**src/design/fplbc_map.svh**
```systemverilog
// Register offsets, field positions, reset values and timing counts of the panel controller
`ifndef FPLBC_MAP_SVH
`define FPLBC_MAP_SVH

// ==========================================================
// Register byte offsets
`define FPLBC_OFS_CTRL      8'h00
`define FPLBC_OFS_IDENT     8'h04
`define FPLBC_OFS_FWCLR     8'h08
`define FPLBC_OFS_STATUS    8'h0c

// ==========================================================
// Control register fields
`define FPLBC_CTRL_SLP_LSB  0
`define FPLBC_CTRL_SLP_MSB  2
`define FPLBC_CTRL_ACPI     3
`define FPLBC_CTRL_SEV_LSB  4
`define FPLBC_CTRL_SEV_MSB  6
`define FPLBC_CTRL_INITDN   7
`define FPLBC_CTRL_SLPBTN   8
`define FPLBC_CTRL_ORDOFF   9
`define FPLBC_CTRL_WIDTH    10
`define FPLBC_CTRL_RESET    10'h000

// ==========================================================
// Status register fields
`define FPLBC_ST_PWRLED     0
`define FPLBC_ST_GREEN      1
`define FPLBC_ST_AMBER      2
`define FPLBC_ST_DISK       3
`define FPLBC_ST_ID         4
`define FPLBC_ST_RESTORE    5
`define FPLBC_ST_DCPWR      6
`define FPLBC_ST_BLINK      7
`define FPLBC_ST_BTN_LSB    8

// ==========================================================
// Timing
`define FPLBC_CLK_HZ        100000000
`define FPLBC_BLINK_HZ      1
`define FPLBC_BLINK_HALF    (`FPLBC_CLK_HZ / (2 * `FPLBC_BLINK_HZ))
`define FPLBC_DEB_MS        10
`define FPLBC_DEB_CYC       ((`FPLBC_CLK_HZ / 1000) * `FPLBC_DEB_MS)
`define FPLBC_DISK_MS       20
`define FPLBC_DISK_CYC      ((`FPLBC_CLK_HZ / 1000) * `FPLBC_DISK_MS)

`endif

```
**src/design/fplbc_pkg.sv**
```systemverilog
// Types shared by the panel controller
package fplbc_pkg;

  // ==========================================================
  // Health severity reported by the management controller
  typedef enum logic [2:0]
  {
    FPLBC_SEV_OK       = 3'h0,
    FPLBC_SEV_DEGRADED = 3'h1,
    FPLBC_SEV_NONCRIT  = 3'h2,
    FPLBC_SEV_CRIT     = 3'h3,
    FPLBC_SEV_STOP     = 3'h4
  } fplbc_sev_t;

  // ==========================================================
  // Power indicator mode, Gray coded along off, on, blink
  typedef enum logic [1:0]
  {
    FPLBC_PL_OFF   = 2'b00,
    FPLBC_PL_ON    = 2'b01,
    FPLBC_PL_BLINK = 2'b11
  } fplbc_plmode_t;

  // Button index in the button vector
  typedef enum logic [1:0]
  {
    FPLBC_BTN_PWR = 2'h0,
    FPLBC_BTN_ID  = 2'h1,
    FPLBC_BTN_RST = 2'h2,
    FPLBC_BTN_NMI = 2'h3
  } fplbc_btn_t;

endpackage

```
**src/design/fplbc_ctrl.sv**
```systemverilog
// Front panel indicator and push-button controller with an AHB-Lite register slave
//
// Summary of operation
// - Every blinking indication toggles near one hertz with equal on and off.
// - Any amber status forces the green status element off.
// - During controller initialization, status alternates green and amber at blink rate.
// - Status is steady green when running, blinking green when degraded.
// - Steady amber critical, blinking amber non-critical, dark during stop.
// - Power indicator steady in S0, blinks in S1, off in off, S4, S5.
// - Power indicator blinks slowly across S3 through S1.
// - Without power management, power indicator follows system power, except that after an abrupt power-down it stays off until firmware clears.
// - Sleep indication kept on standby, restored after abrupt power-down until firmware clears.
// - Disk indicator flashes on activity, off when idle, off, S4, S5 or S1.
// - Identify indicator lit while identify is active by command or button.
// - Identify press toggles front and rear identify indicators together.
// - Power press requests power toggle, or sleep when sleep button enabled.
// - Reset press requests a system reboot.
// - Diagnostic press requests halt and a non-maskable interrupt.
// - Power button ignored until controller initialization completes.
`timescale 1ns/10ps

`include "fplbc_map.svh"

module fplbc_ctrl
  import fplbc_pkg::*;
#(
  parameter int BLINK_HALF_CYC = `FPLBC_BLINK_HALF,
  parameter int DEB_CYC        = `FPLBC_DEB_CYC,
  parameter int DISK_CYC       = `FPLBC_DISK_CYC
)
(
  input  wire logic        clk,
  input  wire logic        srst,
  input  wire logic        clkEn,
  // AHB-Lite slave
  input  wire logic        hsel,
  input  wire logic [31:0] haddr,
  input  wire logic [1:0]  htrans,
  input  wire logic        hwrite,
  input  wire logic [2:0]  hsize,
  input  wire logic [31:0] hwdata,
  input  wire logic        hready,
  output logic             hreadyout,
  output logic             hresp,
  output logic [31:0]      hrdata,
  // Panel pins, buttons active low
  input  wire logic        pwrBtn_n,
  input  wire logic        idBtn_n,
  input  wire logic        rstBtn_n,
  input  wire logic        nmiBtn_n,
  input  wire logic        dcPowerOn,
  input  wire logic        diskActivity,
  // Indicators
  output logic             powerLed,
  output logic             statusGreenLed,
  output logic             statusAmberLed,
  output logic             diskLed,
  output logic             idFrontLed,
  output logic             idRearLed,
  // Requests to the platform
  output logic             powerToggleReq,
  output logic             sleepReq,
  output logic             resetReq,
  output logic             haltReq,
  output logic             nmiReq
);

  // ==========================================================
  // Register decode helper
  function automatic logic [1:0] regIndex(input logic [31:0] addr);
    regIndex = addr[3:2];
  endfunction

  function automatic logic regHit(input logic [31:0] addr);
    regHit = (addr[31:4] == 28'h0000000);
  endfunction

  // ==========================================================
  // Pin synchronisers
  logic [5:0] pinMeta_r;
  logic [5:0] pinSync_r;
  logic [5:0] pinRaw;

  assign pinRaw = {diskActivity, dcPowerOn, ~nmiBtn_n, ~rstBtn_n, ~idBtn_n, ~pwrBtn_n};

  always_ff @(posedge clk)
  begin
    if (srst)
    begin
      pinMeta_r <= 6'h00;
      pinSync_r <= 6'h00;
    end
    else if (clkEn)
    begin
      pinMeta_r <= pinRaw;
      pinSync_r <= pinMeta_r;
    end
  end

  logic dcPwr;
  logic diskAct;

  assign dcPwr   = pinSync_r[4];
  assign diskAct = pinSync_r[5];

  // ==========================================================
  // Button debounce, one filter per button
  logic [3:0] btnStable_r;
  logic [3:0] btnPress_r;

  genvar gi;
  generate
    for (gi = 0; gi < 4; gi++)
    begin : gDeb
      logic [31:0] debCnt_r;

      always_ff @(posedge clk)
      begin
        if (srst)
        begin
          debCnt_r        <= 32'h00000000;
          btnStable_r[gi] <= 1'b0;
          btnPress_r[gi]  <= 1'b0;
        end
        else if (clkEn)
        begin
          btnPress_r[gi] <= 1'b0;
          if (pinSync_r[gi] == btnStable_r[gi])
            debCnt_r <= 32'h00000000;
          else if (debCnt_r == 32'(DEB_CYC - 1))
          begin
            debCnt_r        <= 32'h00000000;
            btnStable_r[gi] <= pinSync_r[gi];
            btnPress_r[gi]  <= pinSync_r[gi];
          end
          else
            debCnt_r <= debCnt_r + 32'h00000001;
        end
      end
    end
  endgenerate

  // ==========================================================
  // Shared blink generator
  logic [31:0] blinkCnt_r;
  logic        blink_r;

  always_ff @(posedge clk)
  begin
    if (srst)
    begin
      blinkCnt_r <= 32'h00000000;
      blink_r    <= 1'b0;
    end
    else if (clkEn)
    begin
      if (blinkCnt_r == 32'(BLINK_HALF_CYC - 1))
      begin
        blinkCnt_r <= 32'h00000000;
        blink_r    <= ~blink_r;
      end
      else
        blinkCnt_r <= blinkCnt_r + 32'h00000001;
    end
  end

  // ==========================================================
  // AHB-Lite slave
  logic [`FPLBC_CTRL_WIDTH-1:0] ctrl_r;
  logic                         wrPend_r;
  logic [1:0]                   wrIdx_r;
  logic                         wrHit_r;
  logic [31:0]                  hrdata_r;
  logic [31:0]                  statusWord;
  logic                         addrPhase;

  // Frozen clock enable stalls the bus rather than losing a transfer
  assign hreadyout = clkEn;
  assign hresp     = 1'b0;
  assign hrdata    = hrdata_r;
  assign addrPhase = hsel & htrans[1] & hready & clkEn;

  always_ff @(posedge clk)
  begin
    if (srst)
    begin
      wrPend_r <= 1'b0;
      wrIdx_r  <= 2'h0;
      wrHit_r  <= 1'b0;
    end
    else if (clkEn)
    begin
      wrPend_r <= addrPhase & hwrite;
      wrIdx_r  <= regIndex(haddr);
      wrHit_r  <= regHit(haddr);
    end
  end

  logic wrCtrl;
  logic wrIdent;
  logic wrFwClr;

  assign wrCtrl  = clkEn & wrPend_r & wrHit_r & (wrIdx_r == regIndex(32'(`FPLBC_OFS_CTRL)));
  assign wrIdent = clkEn & wrPend_r & wrHit_r & (wrIdx_r == regIndex(32'(`FPLBC_OFS_IDENT)));
  assign wrFwClr = clkEn & wrPend_r & wrHit_r & (wrIdx_r == regIndex(32'(`FPLBC_OFS_FWCLR)))
                   & hwdata[0];

  always_ff @(posedge clk)
  begin
    if (srst)
      ctrl_r <= `FPLBC_CTRL_RESET;
    else if (wrCtrl)
      ctrl_r <= hwdata[`FPLBC_CTRL_WIDTH-1:0];
  end

  // ==========================================================
  // Control fields
  logic [2:0] sleepState;
  logic       acpiMode;
  fplbc_sev_t severity;
  logic       initDone;
  logic       sleepBtnEn;
  logic       orderlyOff;

  assign sleepState = ctrl_r[`FPLBC_CTRL_SLP_MSB:`FPLBC_CTRL_SLP_LSB];
  assign acpiMode   = ctrl_r[`FPLBC_CTRL_ACPI];
  assign severity   = fplbc_sev_t'(ctrl_r[`FPLBC_CTRL_SEV_MSB:`FPLBC_CTRL_SEV_LSB]);
  assign initDone   = ctrl_r[`FPLBC_CTRL_INITDN];
  assign sleepBtnEn = ctrl_r[`FPLBC_CTRL_SLPBTN];
  assign orderlyOff = ctrl_r[`FPLBC_CTRL_ORDOFF];

  // ==========================================================
  // Identify state, shared by front and rear indicators
  logic idOn_r;

  always_ff @(posedge clk)
  begin
    if (srst)
      idOn_r <= 1'b0;
    else if (clkEn)
    begin
      // A press in the same cycle as a command write wins
      if (btnPress_r[FPLBC_BTN_ID])
        idOn_r <= ~idOn_r;
      else if (wrIdent)
        idOn_r <= hwdata[0];
    end
  end

  // ==========================================================
  // Power indicator mode from the power state
  fplbc_plmode_t plLive;

  always_comb
  begin
    plLive = FPLBC_PL_OFF;
    if (!acpiMode)
      plLive = dcPwr ? FPLBC_PL_ON : FPLBC_PL_OFF;
    else
    begin
      unique case (sleepState)
        3'h0:    plLive = FPLBC_PL_ON;
        3'h1,
        3'h2,
        3'h3:    plLive = FPLBC_PL_BLINK;
        default: plLive = FPLBC_PL_OFF;
      endcase
    end
  end

  // ==========================================================
  // Sleep indication held across an abrupt power-down
  fplbc_plmode_t plSaved_r;
  logic          restore_r;
  logic          dcPwrPrev_r;
  logic          dcFall;

  assign dcFall = dcPwrPrev_r & ~dcPwr;

  always_ff @(posedge clk)
  begin
    if (srst)
    begin
      dcPwrPrev_r <= 1'b0;
      plSaved_r   <= FPLBC_PL_OFF;
      restore_r   <= 1'b0;
    end
    else if (clkEn)
    begin
      dcPwrPrev_r <= dcPwr;
      if (dcFall && !orderlyOff && !restore_r)
      begin
        plSaved_r <= plLive;
        restore_r <= 1'b1;
      end
      else if (wrFwClr && dcPwr)
        restore_r <= 1'b0;
    end
  end

  fplbc_plmode_t plShown;

  always_comb
  begin
    plShown = plLive;
    if (restore_r)
      plShown = dcPwr ? plSaved_r : FPLBC_PL_OFF;
  end

  // ==========================================================
  // System status colours
  logic greenNxt;
  logic amberNxt;

  always_comb
  begin
    greenNxt = 1'b0;
    amberNxt = 1'b0;
    if (!initDone)
    begin
      greenNxt = blink_r;
      amberNxt = ~blink_r;
    end
    else
    begin
      unique case (severity)
        FPLBC_SEV_OK:       greenNxt = 1'b1;
        FPLBC_SEV_DEGRADED: greenNxt = blink_r;
        FPLBC_SEV_NONCRIT:  amberNxt = blink_r;
        FPLBC_SEV_CRIT:     amberNxt = 1'b1;
        default:            amberNxt = 1'b0;
      endcase
    end
  end

  // ==========================================================
  // Disk activity stretch, so short bursts stay visible
  logic [31:0] diskCnt_r;
  logic        diskOff;

  assign diskOff = ~dcPwr | (acpiMode & ((sleepState == 3'h1) | (sleepState >= 3'h4)));

  always_ff @(posedge clk)
  begin
    if (srst)
      diskCnt_r <= 32'h00000000;
    else if (clkEn)
    begin
      if (diskOff)
        diskCnt_r <= 32'h00000000;
      else if (diskAct)
        diskCnt_r <= 32'(DISK_CYC);
      else if (diskCnt_r != 32'h00000000)
        diskCnt_r <= diskCnt_r - 32'h00000001;
    end
  end

  // ==========================================================
  // Registered indicator outputs
  always_ff @(posedge clk)
  begin
    if (srst)
    begin
      powerLed       <= 1'b0;
      statusGreenLed <= 1'b0;
      statusAmberLed <= 1'b0;
      diskLed        <= 1'b0;
      idFrontLed     <= 1'b0;
      idRearLed      <= 1'b0;
    end
    else if (clkEn)
    begin
      powerLed       <= (plShown == FPLBC_PL_ON) | ((plShown == FPLBC_PL_BLINK) & blink_r);
      statusGreenLed <= greenNxt & ~amberNxt;
      statusAmberLed <= amberNxt;
      diskLed        <= (diskCnt_r != 32'h00000000) & ~diskOff;
      idFrontLed     <= idOn_r;
      idRearLed      <= idOn_r;
    end
  end

  // ==========================================================
  // Button requests
  always_ff @(posedge clk)
  begin
    if (srst)
    begin
      powerToggleReq <= 1'b0;
      sleepReq       <= 1'b0;
      resetReq       <= 1'b0;
      haltReq        <= 1'b0;
      nmiReq         <= 1'b0;
    end
    else if (clkEn)
    begin
      powerToggleReq <= btnPress_r[FPLBC_BTN_PWR] & initDone & ~sleepBtnEn;
      sleepReq       <= btnPress_r[FPLBC_BTN_PWR] & initDone & sleepBtnEn;
      resetReq       <= btnPress_r[FPLBC_BTN_RST];
      haltReq        <= btnPress_r[FPLBC_BTN_NMI];
      nmiReq         <= btnPress_r[FPLBC_BTN_NMI];
    end
  end

  // ==========================================================
  // Read data, captured in the address phase
  always_comb
  begin
    statusWord                     = 32'h00000000;
    statusWord[`FPLBC_ST_PWRLED]   = powerLed;
    statusWord[`FPLBC_ST_GREEN]    = statusGreenLed;
    statusWord[`FPLBC_ST_AMBER]    = statusAmberLed;
    statusWord[`FPLBC_ST_DISK]     = diskLed;
    statusWord[`FPLBC_ST_ID]       = idOn_r;
    statusWord[`FPLBC_ST_RESTORE]  = restore_r;
    statusWord[`FPLBC_ST_DCPWR]    = dcPwr;
    statusWord[`FPLBC_ST_BLINK]    = blink_r;
    statusWord[`FPLBC_ST_BTN_LSB +: 4] = btnStable_r;
  end

  always_ff @(posedge clk)
  begin
    if (srst)
      hrdata_r <= 32'h00000000;
    else if (addrPhase && !hwrite)
    begin
      hrdata_r <= 32'h00000000;
      if (regHit(haddr))
      begin
        unique case (regIndex(haddr))
          2'h0: hrdata_r <= {22'h000000, ctrl_r};
          2'h1: hrdata_r <= {31'h00000000, idOn_r};
          2'h2: hrdata_r <= 32'h00000000;
          2'h3: hrdata_r <= statusWord;
        endcase
      end
    end
  end

endmodule

```
**config.mk**
```make
export PLATFORM = sky130hd
export DESIGN_NAME = fplbc_ctrl
export DESIGN_NICKNAME = d
export VERILOG_FILES = /design/src/design/fplbc_pkg.sv /design/src/design/fplbc_ctrl.sv
export VERILOG_INCLUDE_DIRS = /design/src /design/src/design
export SDC_FILE = /design/constraint.sdc
export NUM_CORES = 1
export LEC_CHECK = 0
export BUFFER_PORTS_ARGS = -buffer_cell sky130_fd_sc_hd__buf_4
export CORE_ASPECT_RATIO = 2
export CORE_MARGIN = 2
export CORE_UTILIZATION = 43
export CTS_BUF_LIST = sky130_fd_sc_hd__clkbuf_4 sky130_fd_sc_hd__clkbuf_8
export DETAILED_ROUTE_END_ITERATION = 10
export PLACE_DENSITY = 0.68
export SYNTH_ARGS = -nofsm -noshare
export SYNTH_HDL_FRONTEND = slang
export SYNTH_SLANG_ARGS = --single-unit
```
**constraint.sdc**
```tcl
create_clock -name clk -period 7.8 [get_ports clk]
set_input_delay 1.56 -clock clk [delete_from_list [all_inputs] [get_ports clk]]
set_output_delay 1.56 -clock clk [all_outputs]
set_load 0.01 [all_outputs]
```
==> implementation parameters <==
Parameter                              Value

Run status
  Outcome    completed

Yosys
  Prevailing post-synth register cell    sky130_fd_sc_hd__dfxtp_1
  Syn Std Cell Area    12400 sq um
  Synth Area per Inst    8.04 sq um
  Mux contribution to synthesized area    2.52%
  Dominant combinational cell family by area after synthesis    simple AND/OR/NAND/NOR gates
  Simple logic cell fraction of the synthesized area    28.8%
  Number of instances in the synthesized netlist    1540
  XOR/XNOR share of the synthesized area    5.02%
  Share of synthesized cell area in full adder, half adder and majority cells    0.607%
  Post-synth EDFFs    0
  Yosys Warn Count    0
  Complex-gate fraction of the synthesized area    16.9%
  Sequential element share of the synthesized area    40.9%
  Synth unique cells    68
  Fraction of registers with async set or reset after synthesis    0%
  FF+latch count, synth    253

Routing
  Routed vias/inst    5.76
  Overall via count from detail_route    11300
  Number of design-rule violations left by the first detailed-router iteration    408
  Number of detailed-route iterations in the first pass    5
  Total length of routed wires    30100 microns
  Remaining antenna violation count    0
  Post-detailed-route DRC marker count    0
  Detailed-route wire length per cell    15.3 microns

STA
  Final setup viols    0
  RSZ-0062 raised after global routing    false
  Number of failing hold endpoints at the final stage    0
  Rel. slew slack    25.1%
  Largest clock skew in the final design    0.0188 ns
  Share of the clock period used by the worst path after layout    47.7%
  Pins Over Slew Limit    0
  Max Clock Freq    269 MHz
  Setup TNS    0 ns
  Time the final worst path needs with I/O delays and setup    3.72 ns
  Actual slew at the worst max-slew pin    1.12 ns

Critical path
  Origin of the critical flop-to-flop path    diskCnt_r[24]
  Total number of cells along the worst setup path    2
  Crit path from    clkEn
  Register-to-register setup slack    4.69 ns
  Endpoint kind of the worst setup timing path    output pin
  Logic depth of the worst register-to-register path    6
  Worst-path fanout max    34
  Crit path max-delay cell type    sky130_fd_sc_hd__buf_4
  Gate family responsible for the most delay along the worst path    buffers and inverters
  Critical-path cell list    buf_4, buf_4
  Largest stage delay on the critical path    0.37 ns
  Startpoint types    primary input
  Data required, critical path    6.24 ns
  Endpoint arrival time on the critical path    2.16 ns
  Classification of the worst setup path    in2out
  Critical Path Most Common Cell    sky130_fd_sc_hd__buf_4
  Worst path bufs/invs    2

Global routing
  Met2 routing resource usage after global routing    38.1%
  Met3 track demand over resource    2.26%
  Via count of the first global-routing pass    10900
  Number of antenna violations at the first check in global routing    0
  M1 GR Usage    21.5%
  Maximum number of pins on one net before global-route repair    51
  First-pass GRT wire length    50700 microns
  Total global routing track utilization    20.1%
  Global-route layer with the greatest usage    met2
  Remaining global-route overflow    0

Cells and area
  Share of the core filled with cells in the final layout    49.0%
  Fraction of layout instances using a drive strength above 1    10.8%
  Filler cells    2795
  P&R area growth vs syn    12.0%
  Top library cells by usage in the layout, fill and taps aside    253 x sky130_fd_sc_hd__dfxtp_1, 158 x sky130_fd_sc_hd__nor2_1, 134 x sky130_fd_sc_hd__nand2_1
  Most frequent standard cell in the layout excluding fill and tap cells    sky130_fd_sc_hd__dfxtp_1
  Diodes inserted    0
  Net count reported at finish    1668

Power and ir drop
  Largest voltage drop on the vdd net    0.000149 V
  Pwr per Cell Area    193 nW/um^2
  LEAKAGE    0.00488 uW
  Pwr Total    2680 uW

Clock network
  TritonCTS Buffers    37
  Clock insertion delay at the later pin of the skew report    0.55 ns
  CTS sink cnt    253
  Clock slew seen by the registers of the worst setup and hold paths    0.07 ns
  H-Tree Level Count    2
  Hold buffers post-CTS    0
  Maximum clock path buffer count    3
  Count of instances resized after the clock tree is built    0
  Setup repair bufs after CTS    0
  TritonCTS clock tree    built
  CTS Root Cell    sky130_fd_sc_hd__clkbuf_8

Min path
  Worst hold path type    reg2reg
  Depth of the worst hold-timing path    2
  Critical hold path startpoint    sleepReq

Floorplan
  Chip width    124 microns
  Die area    30200 sq um
  Top-level I/O count    126
  Initial Util    43.7%
  Die height    244 microns
  Standard-cell rows    87
  Area of the core    28300 sq um

Job
  Maxcap violations    0

Place
  Dpl hpwl    20800 microns
  Port Buffer Count    76
  Global placer's final weighted congestion    0.844
==> sequential cells by signal (all words and copies together), names as in the netlist, 2 cells and up <==
| register | flops |
|---|---|
| gDeb.debCnt_r | 128 |
| wrIdx_r | 2 |
| pinSync_r | 6 |
| btnStable_r | 4 |
| hrdata | 12 |
| pinMeta_r | 6 |
| plSaved_r | 2 |
| blinkCnt_r | 32 |
| ctrl_r | 10 |
| diskCnt_r | 32 |
| btnPress_r | 4 |
==> per-stage QoR <==
step	instances	worst slack, ns	instance area (sq um)	hold slack [ns]
finish	1965	4.08	13900	0.467
global route	1965	4.06	13900	0.500
CTS	1965	4.09	13900	0.469
detailed placement	1898	3.73	13100	0.458
global placement	1898	3.80	13100	0.451
floorplan	1560	4.54	12500	0.436
==> Yosys cell counts, drive strengths merged (41+ instances only) <==
| master | instances | area [sq um] |
|---|---|---|
| clkbuf | 67 | 253 |
| o21ai | 88 | 452 |
| nand2 | 134 | 503 |
| dfxtp | 253 | 5060 |
| xor2 | 50 | 438 |
| nor2 | 161 | 604 |
| nor3 | 41 | 210 |
| nand4 | 44 | 275 |
| or3 | 57 | 357 |
| a31oi | 45 | 282 |
| nand3 | 88 | 440 |
| a21oi | 111 | 556 |
==> layer usage <==
layer  wire, microns  part of all wire [%]  vias to the layer above
met3             899                   3.0                       66
li1                -                     -                     5647
met5               0                     0                        -
met1           11700                    39                     5402
met4            1090                   3.6                        0
met2           16400                    55                      207
==> power breakdown <==
part / switching, uW / total [uW] / internal (uW)
Clock: 519 / 1120 / 602
Combinational: 148 / 234 / 85.4
Sequential: 16.7 / 1320 / 1310
==> kinds of logic (layout without fill, tap and decap cells) <==
logic type	count (synthesis)	after routing
AND/OR/NAND/NOR	693	693
AO/OA/AOI/OAI	343	343
flip-flops	253	253
buffers and inverters	142	191
XOR/XNOR	71	71
multiplexers	31	31
adder cells (fa/ha/maj)	6	6
other	1	21
==> path summary, 6_finish.rpt <==
kind              endpoint
max reg2reg  diskCnt_r[26]
min reg2reg       sleepReq
max              hreadyout
min               sleepReq
==> cell type report <==
cell class                 instances  area (sq um)  area share (%)
sequential                       253          5060            36.5
clock inverter                     9          47.5           0.343
timing repair buffer              87           653            4.71
inverter                          37           139            1.00
multi-input combinational       1165          6780            48.9
tap                              356           445            3.21
clock buffer                      58           736            5.31
Power figures use the tool's default switching activity.
